<file path="src/hdl/tuc_pkg.sv">
`default_nettype none
package tuc_pkg;
   // ----------------------------------------------------------------
   // register map (byte addresses, one aligned word each)
   // ----------------------------------------------------------------
   localparam logic [7:0] TUC_OFF_CTRL1 = 8'h00;
   localparam logic [7:0] TUC_OFF_CTRL2 = 8'h04;
   localparam logic [7:0] TUC_OFF_EVGEN = 8'h08;
   localparam logic [7:0] TUC_OFF_LOCK  = 8'h0c;
   localparam logic [7:0] TUC_OFF_STAT  = 8'h10;
   localparam logic [7:0] TUC_OFF_MASK  = 8'h14;
   localparam logic [7:0] TUC_OFF_RELOAD = 8'h18;
   localparam logic [7:0] TUC_OFF_PRESC  = 8'h1c;
   localparam logic [7:0] TUC_OFF_CMP   = 8'h20;
   localparam logic [7:0] TUC_OFF_CNT   = 8'h24;
   // ----------------------------------------------------------------
   // control one fields
   // ----------------------------------------------------------------
   localparam int TUC_C1_RUN    = 0;
   localparam int TUC_C1_UDIS   = 1;
   // ----------------------------------------------------------------
   // control two fields
   // ----------------------------------------------------------------
   localparam int TUC_C2_MSEL_LO = 4;
   localparam int TUC_C2_XOR    = 7;
   localparam int TUC_C2_IDLE_LO = 8;
   localparam int TUC_C2_IDLE_HI = 14;
   localparam logic [15:0] TUC_C2_WMASK = 16'h00f0;
   localparam logic [15:0] TUC_C2_IDLE_MASK = 16'h7f00;
   localparam logic [15:0] TUC_RST_C1 = 16'h0000;
   localparam logic [15:0] TUC_RST_C2 = 16'h0000;
   localparam logic [15:0] TUC_RST_RELOAD = 16'hffff;
   // ----------------------------------------------------------------
   // event generate and status bits
   // ----------------------------------------------------------------
   localparam int TUC_EV_UPDGEN = 0;
   localparam int TUC_ST_UPD    = 0;
   localparam int TUC_ST_TRG    = 1;
   localparam int TUC_ST_RST    = 2;
   localparam int TUC_NSTAT     = 3;
   // ----------------------------------------------------------------
   // master-mode codes
   // ----------------------------------------------------------------
   typedef enum logic [2:0] {
      TUC_MM_RESET  = 3'b000,
      TUC_MM_ENABLE = 3'b001,
      TUC_MM_UPDATE = 3'b010
   } tuc_mm_e;
   // ----------------------------------------------------------------
   // slave mode requests
   // ----------------------------------------------------------------
   typedef enum logic [1:0] {
      TUC_SM_OFF     = 2'b00,
      TUC_SM_TRIGGER = 2'b01,
      TUC_SM_GATED   = 2'b10,
      TUC_SM_RESET   = 2'b11
   } tuc_sm_e;
endpackage
`default_nettype wire

</file>
<file path="src/hdl/tuc_timer_ctrl.sv">
`default_nettype none
module tuc_timer_ctrl
   import tuc_pkg::*;
#(
   parameter int CW = 16
) (
   // clock and reset
   input  wire logic        i_clk_sys,
   input  wire logic        i_rstn,
   // avalon-mm slave
   input  wire logic [7:0]  i_avs_address,
   input  wire logic        i_avs_read,
   input  wire logic        i_avs_write,
   input  wire logic [31:0] i_avs_writedata,
   input  wire logic [3:0]  i_avs_byteenable,
   output logic [31:0]      o_avs_readdata,
   output logic             o_avs_waitrequest,
   output logic [1:0]       o_avs_response,
   // slave-mode controller and pins (asynchronous)
   input  wire logic        i_trig_in,
   input  wire logic [1:0]  i_slave_mode,
   input  wire logic [2:0]  i_channel_pin,
   input  wire logic        i_main_output_enable,
   input  wire logic [6:0]  i_active_out,
   // outputs
   output logic [6:0]       o_chan_out,
   output logic             o_first_timer_input,
   output logic             o_trigger_output,
   output logic             o_irq
);
   import tuc_pkg::*;

   // ----------------------------------------------------------------
   // state
   // ----------------------------------------------------------------
   typedef struct packed {
      // two-stage synchronisers for the trigger, slave mode, pin and output enable inputs
      logic [1:0]  s_trig;
      logic [1:0]  s_mode0;
      logic [1:0]  s_mode1;
      logic [2:0]  s_pin0;
      logic [2:0]  s_pin1;
      logic [1:0]  s_oen;
      logic        trig_d;
      // bus answer
      logic        ack;
      logic [31:0] rdata;
      logic [1:0]  resp;
      // software registers
      logic [15:0] ctrl1;
      logic [15:0] ctrl2;
      logic [1:0]  lock;
      logic [TUC_NSTAT-1:0] stat;
      logic [TUC_NSTAT-1:0] mask;
      // preload copies, written by software
      logic [CW-1:0] reload_pre;
      logic [CW-1:0] presc_pre;
      logic [CW-1:0] cmp_pre;
      // active copies, loaded only by an update event, then the prescale and main counters
      logic [CW-1:0] reload;
      logic [CW-1:0] presc;
      logic [CW-1:0] cmp;
      logic [CW-1:0] pcnt;
      logic [CW-1:0] cnt;
      // registered outputs
      logic        trig_out;
      logic        first_in;
      logic [6:0]  chan;
   } tuc_state_s;

   tuc_state_s st;
   tuc_state_s next_st;

   function automatic logic [15:0] merge16(input logic [15:0] old_v,
                                           input logic [31:0] wd,
                                           input logic [3:0] be);
      logic [15:0] r;
      r = old_v;
      if (be[0]) begin
         r[7:0] = wd[7:0];
      end
      if (be[1]) begin
         r[15:8] = wd[15:8];
      end
      return r;
   endfunction

   logic        acc;
   logic        wr;
   logic        trig_rise;
   logic        sm_reset;
   logic        sm_trig;
   logic        gate_ok;
   logic        run;
   logic        tick;
   logic        overflow;
   logic        upd_gen;
   logic        upd;
   logic        reinit;
   logic [15:0] wd16;
   logic [15:0] c2w;

   always_comb begin
      next_st = st;
      c2w     = 16'h0000;
      // ----------------------------------------------------------------
      // input synchronisers: stage one feeds stage two only
      // ----------------------------------------------------------------
      next_st.s_trig  = {st.s_trig[0], i_trig_in};
      next_st.s_mode0 = i_slave_mode;
      next_st.s_mode1 = st.s_mode0;
      next_st.s_pin0  = i_channel_pin;
      next_st.s_pin1  = st.s_pin0;
      next_st.s_oen   = {st.s_oen[0], i_main_output_enable};
      next_st.trig_d  = st.s_trig[1];

      // the edge detector resets to the idle low level of the trigger
      // pin, so the release of reset looks like a rising edge only if the pin is already high
      trig_rise = st.s_trig[1] & ~st.trig_d;
      sm_reset  = trig_rise && (st.s_mode1 == TUC_SM_RESET);
      sm_trig   = trig_rise && (st.s_mode1 == TUC_SM_TRIGGER);
      gate_ok   = (st.s_mode1 != TUC_SM_GATED) | st.s_trig[1];

      // ----------------------------------------------------------------
      // bus decode; one wait cycle, answer on the next edge
      // ----------------------------------------------------------------
      // the ack flop blocks a second take while the master still holds
      // its request during the answer cycle
      acc     = (i_avs_read | i_avs_write) & ~st.ack;
      wr      = acc & i_avs_write;
      wd16    = merge16(16'h0000, i_avs_writedata, i_avs_byteenable);
      upd_gen = wr && (i_avs_address == TUC_OFF_EVGEN) && wd16[TUC_EV_UPDGEN];
      next_st.ack  = acc;
      next_st.resp = 2'b00;

      // ----------------------------------------------------------------
      // counter core; run bit gates every clock source
      // ----------------------------------------------------------------
      run      = st.ctrl1[TUC_C1_RUN] & gate_ok;
      tick     = run && (st.pcnt == st.presc);
      overflow = tick && (st.cnt == st.reload);
      reinit   = upd_gen | sm_reset;
      upd      = ~st.ctrl1[TUC_C1_UDIS] & (overflow | reinit);
      if (reinit) begin
         next_st.pcnt = '0;
         next_st.cnt  = '0;
      end else if (run) begin
         if (tick) begin
            next_st.pcnt = '0;
         end else begin
            next_st.pcnt = st.pcnt + 1'b1;
         end
         if (tick) begin
            if (overflow) begin
               next_st.cnt = '0;
            end else begin
               next_st.cnt = st.cnt + 1'b1;
            end
         end
      end
      // with updates disabled the active copies hold, so software may
      // rewrite several preloads and have them all take effect together
      if (upd) begin
         next_st.reload = st.reload_pre;
         next_st.presc  = st.presc_pre;
         next_st.cmp    = st.cmp_pre;
      end
      if (sm_trig) begin
         next_st.ctrl1[TUC_C1_RUN] = 1'b1;
      end

      // ----------------------------------------------------------------
      // register writes
      // ----------------------------------------------------------------
      if (wr) begin
         unique case (i_avs_address)
            TUC_OFF_CTRL1: begin
               next_st.ctrl1 = merge16(st.ctrl1, i_avs_writedata, i_avs_byteenable) &
                               16'h0003;
               if (sm_trig) begin
                  next_st.ctrl1[TUC_C1_RUN] = 1'b1;
               end
            end
            TUC_OFF_CTRL2: begin
               c2w = merge16(st.ctrl2, i_avs_writedata, i_avs_byteenable);
               if (st.lock != 2'b00) begin
                  // idle levels frozen once any lock level is set
                  next_st.ctrl2 = (c2w & TUC_C2_WMASK) |
                                  (st.ctrl2 & TUC_C2_IDLE_MASK);
               end else begin
                  next_st.ctrl2 = (c2w & TUC_C2_WMASK) |
                                  (c2w & TUC_C2_IDLE_MASK);
               end
            end
            TUC_OFF_LOCK: begin
               if (st.lock == 2'b00 && i_avs_byteenable[0]) begin
                  next_st.lock = i_avs_writedata[1:0];
               end
            end
            TUC_OFF_STAT: begin
               if (i_avs_byteenable[0]) begin
                  next_st.stat = st.stat & ~i_avs_writedata[TUC_NSTAT-1:0];
               end
            end
            TUC_OFF_MASK: begin
               if (i_avs_byteenable[0]) begin
                  next_st.mask = i_avs_writedata[TUC_NSTAT-1:0];
               end
            end
            TUC_OFF_RELOAD: begin
               next_st.reload_pre = merge16(st.reload_pre, i_avs_writedata,
                                            i_avs_byteenable);
            end
            TUC_OFF_PRESC: begin
               next_st.presc_pre = merge16(st.presc_pre, i_avs_writedata,
                                           i_avs_byteenable);
            end
            TUC_OFF_CMP: begin
               next_st.cmp_pre = merge16(st.cmp_pre, i_avs_writedata, i_avs_byteenable);
            end
            TUC_OFF_EVGEN: begin
            end
            default: begin
               next_st.resp = 2'b11;
            end
         endcase
      end

      // ----------------------------------------------------------------
      // sticky status: set wins over a same-cycle clear
      // ----------------------------------------------------------------
      next_st.stat[TUC_ST_UPD] = next_st.stat[TUC_ST_UPD] | upd;
      next_st.stat[TUC_ST_TRG] = next_st.stat[TUC_ST_TRG] | sm_trig;
      next_st.stat[TUC_ST_RST] = next_st.stat[TUC_ST_RST] | reinit;

      // ----------------------------------------------------------------
      // reads
      // ----------------------------------------------------------------
      // read data stands for the answer cycle only and is zero otherwise
      next_st.rdata = 32'h0000_0000;
      if (acc && i_avs_read) begin
         unique case (i_avs_address)
            TUC_OFF_CTRL1: begin
               next_st.rdata = {16'h0000, st.ctrl1};
            end
            TUC_OFF_CTRL2: begin
               next_st.rdata = {16'h0000, st.ctrl2};
            end
            TUC_OFF_EVGEN: begin
               next_st.rdata = 32'h0000_0000;
            end
            TUC_OFF_LOCK: begin
               next_st.rdata = {30'h0, st.lock};
            end
            TUC_OFF_STAT: begin
               next_st.rdata = {29'h0, st.stat};
            end
            TUC_OFF_MASK: begin
               next_st.rdata = {29'h0, st.mask};
            end
            // reload and prescale read back the active copy, not the preload
            TUC_OFF_RELOAD: begin
               next_st.rdata = {16'h0000, st.reload};
            end
            TUC_OFF_PRESC: begin
               next_st.rdata = {16'h0000, st.presc};
            end
            TUC_OFF_CMP: begin
               next_st.rdata = {16'h0000, st.cmp};
            end
            TUC_OFF_CNT: begin
               next_st.rdata = {16'h0000, st.cnt};
            end
            default: begin
               next_st.resp = 2'b11;
            end
         endcase
      end

      // ----------------------------------------------------------------
      // trigger output; registered, so a pin-driven reset shows in the same
      // cycle as the counter clear (plus the synchroniser)
      // ----------------------------------------------------------------
      // codes 011 to 111 belong to the compare logic outside this block
      // and drive a quiet low here
      unique case (st.ctrl2[TUC_C2_MSEL_LO +: 3])
         TUC_MM_RESET: begin
            next_st.trig_out = reinit;
         end
         TUC_MM_ENABLE: begin
            next_st.trig_out = run;
         end
         TUC_MM_UPDATE: begin
            next_st.trig_out = upd;
         end
         default: begin
            next_st.trig_out = 1'b0;
         end
      endcase

      // ----------------------------------------------------------------
      // first input select and idle levels
      // ----------------------------------------------------------------
      if (st.ctrl2[TUC_C2_XOR]) begin
         next_st.first_in = ^st.s_pin1;
      end else begin
         next_st.first_in = st.s_pin1[0];
      end
      // dead time itself lives in the generator outside; this picks the level
      if (st.s_oen[1]) begin
         next_st.chan = i_active_out;
      end else begin
         next_st.chan = st.ctrl2[TUC_C2_IDLE_HI:TUC_C2_IDLE_LO];
      end
   end

   // ----------------------------------------------------------------
   // state register
   // ----------------------------------------------------------------
   always_ff @(posedge i_clk_sys or negedge i_rstn) begin
      if (!i_rstn) begin
         st            <= '0;
         st.ctrl1      <= TUC_RST_C1;
         st.ctrl2      <= TUC_RST_C2;
         st.reload_pre <= TUC_RST_RELOAD;
         st.reload     <= TUC_RST_RELOAD;
      end else begin
         st <= next_st;
      end
   end

   // ----------------------------------------------------------------
   // outputs
   // ----------------------------------------------------------------
   // waitrequest is combinational so the first wait state is raised in
   // the same cycle as the request
   assign o_avs_waitrequest   = (i_avs_read | i_avs_write) & ~st.ack;
   assign o_avs_readdata      = st.rdata;
   assign o_avs_response      = st.resp;
   assign o_chan_out          = st.chan;
   assign o_first_timer_input = st.first_in;
   assign o_trigger_output    = st.trig_out;
   assign o_irq               = |(st.stat & st.mask);
endmodule
`default_nettype wire
</file>
<file path="config.mk">
export PLATFORM = sky130hd
export DESIGN_NAME = tuc_timer_ctrl
export DESIGN_NICKNAME = d
export VERILOG_FILES = /design/src/hdl/tuc_pkg.sv /design/src/hdl/tuc_timer_ctrl.sv
export SDC_FILE = /design/constraint.sdc
export NUM_CORES = 1
export LEC_CHECK = 0
export CORE_MARGIN = 2
export CORE_UTILIZATION = 60
export DETAILED_ROUTE_END_ITERATION = 16
export DONT_BUFFER_PORTS = 1
export PLACE_DENSITY_LB_ADDON = 0.25
export RECOVER_POWER = 50
export SETUP_SLACK_MARGIN = 0.2
export SYNTH_ARGS = -nofsm -noshare
export SYNTH_HDL_FRONTEND = slang
export SYNTH_SLANG_ARGS = --single-unit
</file>
<file path="constraint.sdc">
create_clock -name i_clk_sys -period 2.15 [get_ports i_clk_sys]
set_input_delay 0.1075 -clock i_clk_sys [delete_from_list [all_inputs] [get_ports i_clk_sys]]
set_output_delay 0.1075 -clock i_clk_sys [all_outputs]
set_load 0.02 [all_outputs]
</file>
==> flow_summary.ini <==
[pwr]
p_leak_nw = 5.65
maximum_ir_drop_on_the_vdd_rail_v = 0.000578
part_of_the_power_in_the_clock_network = 0.409
combinationalPowerShare = 0.096
cellPowerDensity_nw_per_um2 = 577
report.power.total_mw = 7.70
fraction_of_power_consumed_by_sequential_logic = 0.495
switching_power_as_a_share_of_total_power = 0.267
power.internal_mw = 5.65
p_sw_mw = 2.05

[global_routing]
grt_antenna_before_repair = 1
track_usage = 0.347
grt_max_degree = 192
grt_pass1_vias = 8786
grt_remaining_overflow = 0
global_route_wire_length_before_repair_um = 49300

[placement]
place_congestion = 0.950
post_dp_cell_area_um2 = 11300
io_buffer_count = 0
dp_cells = 1249
hpwlAfterDp_um = 20300

[sta]
fin_crit_ns = 2.25
skew_ns = 0.0113
fin_crit_sh = 1.04
holdWs_ns = -0.657
setup_viol = 47
setup_repair_after_global_routing_missed_its_margin = true
maxSlewHeadroom = 0.482
timing.final.ws_setup_ns = -0.0956
hold_violations = 191
worst_pin_slew_ns = 0.777
max_freq_mhz = 445
maxSlewViolCount = 0

[yosys]
synth_seq_cells = 191
synth_top_area_frac = 0.370
synthDominantAreaCellType = dfrtp_1
netlist_area_um2 = 10700
synthesis.area_per_instance_um2 = 10.3
synth.yosys.warnings = 0
ys_dominant_reg_cell = dfrtp_1
synth-edff-count = 0
syn_inst = 1041
post_synth_num_cell_types = 64
postSynth.asyncResetShare = 1.00
synth_area_leaders = dfrtp_1 (37%), dfstp_2 (7.8%), mux2_2 (7.3%)
fraction_of_the_yosys_area_taken_by_sequential_cells = 0.448

[routing]
drt_iter0_drc = 1087
totalWireLength_um = 33200
met2RoutedLength_um = 15000
via_per_inst = 7.07
top_signal_layer_used = met4
detailed_router_iteration_count_before_antenna_repair = 6
detailroute.via_count = 9514
drt-met1-wl_um = 12700
dr_wl_met3_um = 3600
routed_wire_per_std_cell_um = 24.7
antenna_left = 0
drc = 0

[clock_tree]
clock_tree.root_cell = clkbuf_16
clock_sinks = 191
clock_latency_ns = 0.46
clock_tree.buffer_depth = 2
tritoncts_clock_tree = done
level_count_of_the_clock_h_tree = 4
cts.clk_slew.worst_paths_ns = 0.08
ctsHoldBuffers = 33
cts_buffers = 17

[final_layout]
postLayoutCellArea_um2 = 13300
layout.area.seq_um2 = 4820
antenna-diode-count = 0
final_layout_size_suffix_gt1_frac = 0.329
fin_nets = 1172
instances_no_fill = 1346
area_of_the_multi_input_gates_um2 = 5980
area_growth_syn_to_layout_pct = 24.1
layout.filler_cells = 1077

[critical_path]
worstSetupEndpointType = flip-flop
worstPathArrival_ns = 2.58
timing.critical_path.max_delay_family = simple AND/OR/NAND/NOR gates
slowest_stage = dfstp_2
path_max_fanout = 13
r2r_cells = 7
ff2ff_setup_slack_ns = -0.1
worst-path-buf-inv = 2
timing.critical_path.required_ns = 2.48
critPathMaxStageDelay_ns = 0.58
critical_path.cell_chain = xor2_1, nor4_2, and4_4, buf_4, clkbuf_16, o221ai_1, a311o_1
path_depth = 7
crit_path_start_kind = flip-flop
timing.setup.critical_path_class = reg2reg

[worst_hold_path]
min-delay-path-class = in2async

[die]
floorplan.die_area_um2 = 19000
io-pin-count = 107
dieWidth_um = 138
core.rowCount = 48
floorplan.core_area_um2 = 17400
die-height_um = 138
floorplan.initialDensity = 0.617

[status]
violations = negative hold slack, negative setup slack
status = finished, violations left

[flow_run]
maxCapViolations = 0
-- final timing paths --
check                                  startpoint                           to
min in group i_clk_sys           i_avs_address[2]  o_avs_readdata[3]$_DFF_PN0_
max in group asynchronous                  i_rstn           st[74]$_DFFE_PN1P_
hold / removal                             i_rstn      o_chan_out[0]$_DFF_PN0_
setup reg to reg               st[76]$_DFFE_PN1P_           st[69]$_DFFE_PN0P_
hold reg to reg            next_st[216]$_DFF_PN0_            st[216]$_DFF_PN0_
setup / recovery               st[76]$_DFFE_PN1P_           st[69]$_DFFE_PN0P_
-- repair_timing --
| item | CTS | global route |
|---|---|---|
| resized for setup | 68 | 69 |
| endpoints found under the setup margin | 80 | 80 |
| pin swaps | 13 | 41 |
| hold endpoints to repair | 278 | 191 |
| setup buffers | 18 | 8 |
| cloned | 1 | 5 |
-- cells in the mapped netlist, types with 6 or more instances --
cell type / n
mux2_2: 70
inv_1: 6
mux2i_1: 17
o221ai_1: 48
nor3_2: 7
nand2_1: 90
buf_4: 48
o2bb2ai_1: 12
xnor2_1: 23
dfrtp_1: 159
a311oi_1: 6
a221oi_1: 15
or3_1: 9
a21oi_1: 12
buf_2: 30
o211ai_1: 6
nor2_1: 28
o22ai_1: 9
xor2_1: 23
nand4_1: 13
o21ai_0: 6
nand3_1: 69
nor3_1: 13
a311o_1: 48
a211oi_1: 10
and3_1: 10
nand2b_1: 51
clkbuf_1: 47
dfstp_2: 32
nor4_1: 53
buf_1: 6
-- worst reg2reg max path: cells and delay by family, from the launching register on --
kind | cells | cell delay, ns
flops | 1 | 0.58
xor+xnor | 1 | 0.10
simple gates | 2 | 0.72
compound gates | 2 | 0.39
buf+inv | 2 | 0.34
-- kinds of logic (layout without fill, tap and decap cells) --
logic type               after synthesis  in the layout  share of synthesized area
flip-flops                           191            191                      0.448
multiplexers                          88             88                     0.0913
AO/OA/AOI/OAI                        197            197                      0.154
other                                  1             16                   0.000349
buffers and inverters                139            204                     0.0702
XOR/XNOR                              46             46                     0.0375
AND/OR/NAND/NOR                      377            377                      0.196
adder cells (fa/ha/maj)                2              2                    0.00233
-- sequential cells by signal (all words and copies together) (netlist names), named ones only --
| signal | flops |
|---|---|
| st | 146 |
| next_st | 8 |
| o_avs_readdata | 16 |
| o_trigger_output | 1 |
| o_chan_out | 7 |
| o_avs_response | 1 |
| o_first_timer_input | 1 |
-- area by class of cell --
| type | count | share of cell area |
|---|---|---|
| inverters | 6 | 0.00169 |
| well taps | 225 | 0.0211 |
| multi-input cells | 726 | 0.449 |
| repair buffers | 166 | 0.123 |
| flip-flops and latches | 191 | 0.362 |
| clock inverters | 14 | 0.0107 |
| clock buffers | 18 | 0.0329 |
-- routing by layer --
layer | track usage | vias up
li1 | - | 4033
met5 | 0 | -
met3 | 0.0923 | 156
met1 | 0.463 | 4638
met4 | 0.176 | 0
met2 | 0.522 | 687
-- placed cells by master (no fill, tap or decap), types with 15 or more instances in the layout --
| cell type | n |
|---|---|
| clkbuf_16 | 21 |
| buf_4 | 105 |
| nand2b_1 | 50 |
| buf_12 | 15 |
| nand2_1 | 90 |
| nor4_4 | 30 |
| dfstp_2 | 32 |
| conb_1 | 16 |
| xnor2_1 | 20 |
| nor2_1 | 27 |
| nand3_1 | 67 |
| a311o_1 | 48 |
| mux2i_1 | 17 |
| nor4_2 | 20 |
| dlygate4sd3_1 | 33 |
| xor2_1 | 15 |
| dfrtp_1 | 156 |
| a221oi_1 | 15 |
| mux2_2 | 70 |
| o221ai_1 | 48 |
-- power groups by stage --
stage	combinational (mW)	clock [mW]	sequential, mW
global route	0.798	3.33	3.82
CTS	0.711	3.17	3.81
finish	0.737	3.15	3.81
floorplan	0.463	0	3.86
global placement	0.603	0	3.87
detailed placement	0.622	0	3.87
-- stage by stage --
| stage | worst slack [ns] | util | TNS [ns] |
|---|---|---|---|
| floorplan | 0.224 | - | 0 |
| global placement | 0.0175 | 0.647 | 0 |
| detailed placement | -0.0363 | 0.647 | -0.177 |
| CTS | 0.0817 | 0.730 | 0 |
| global route | -0.133 | 0.766 | -4.53 |
| finish | -0.0956 | 0.766 | -2.39 |
Note: power is estimated with default switching activity, not from simulation.
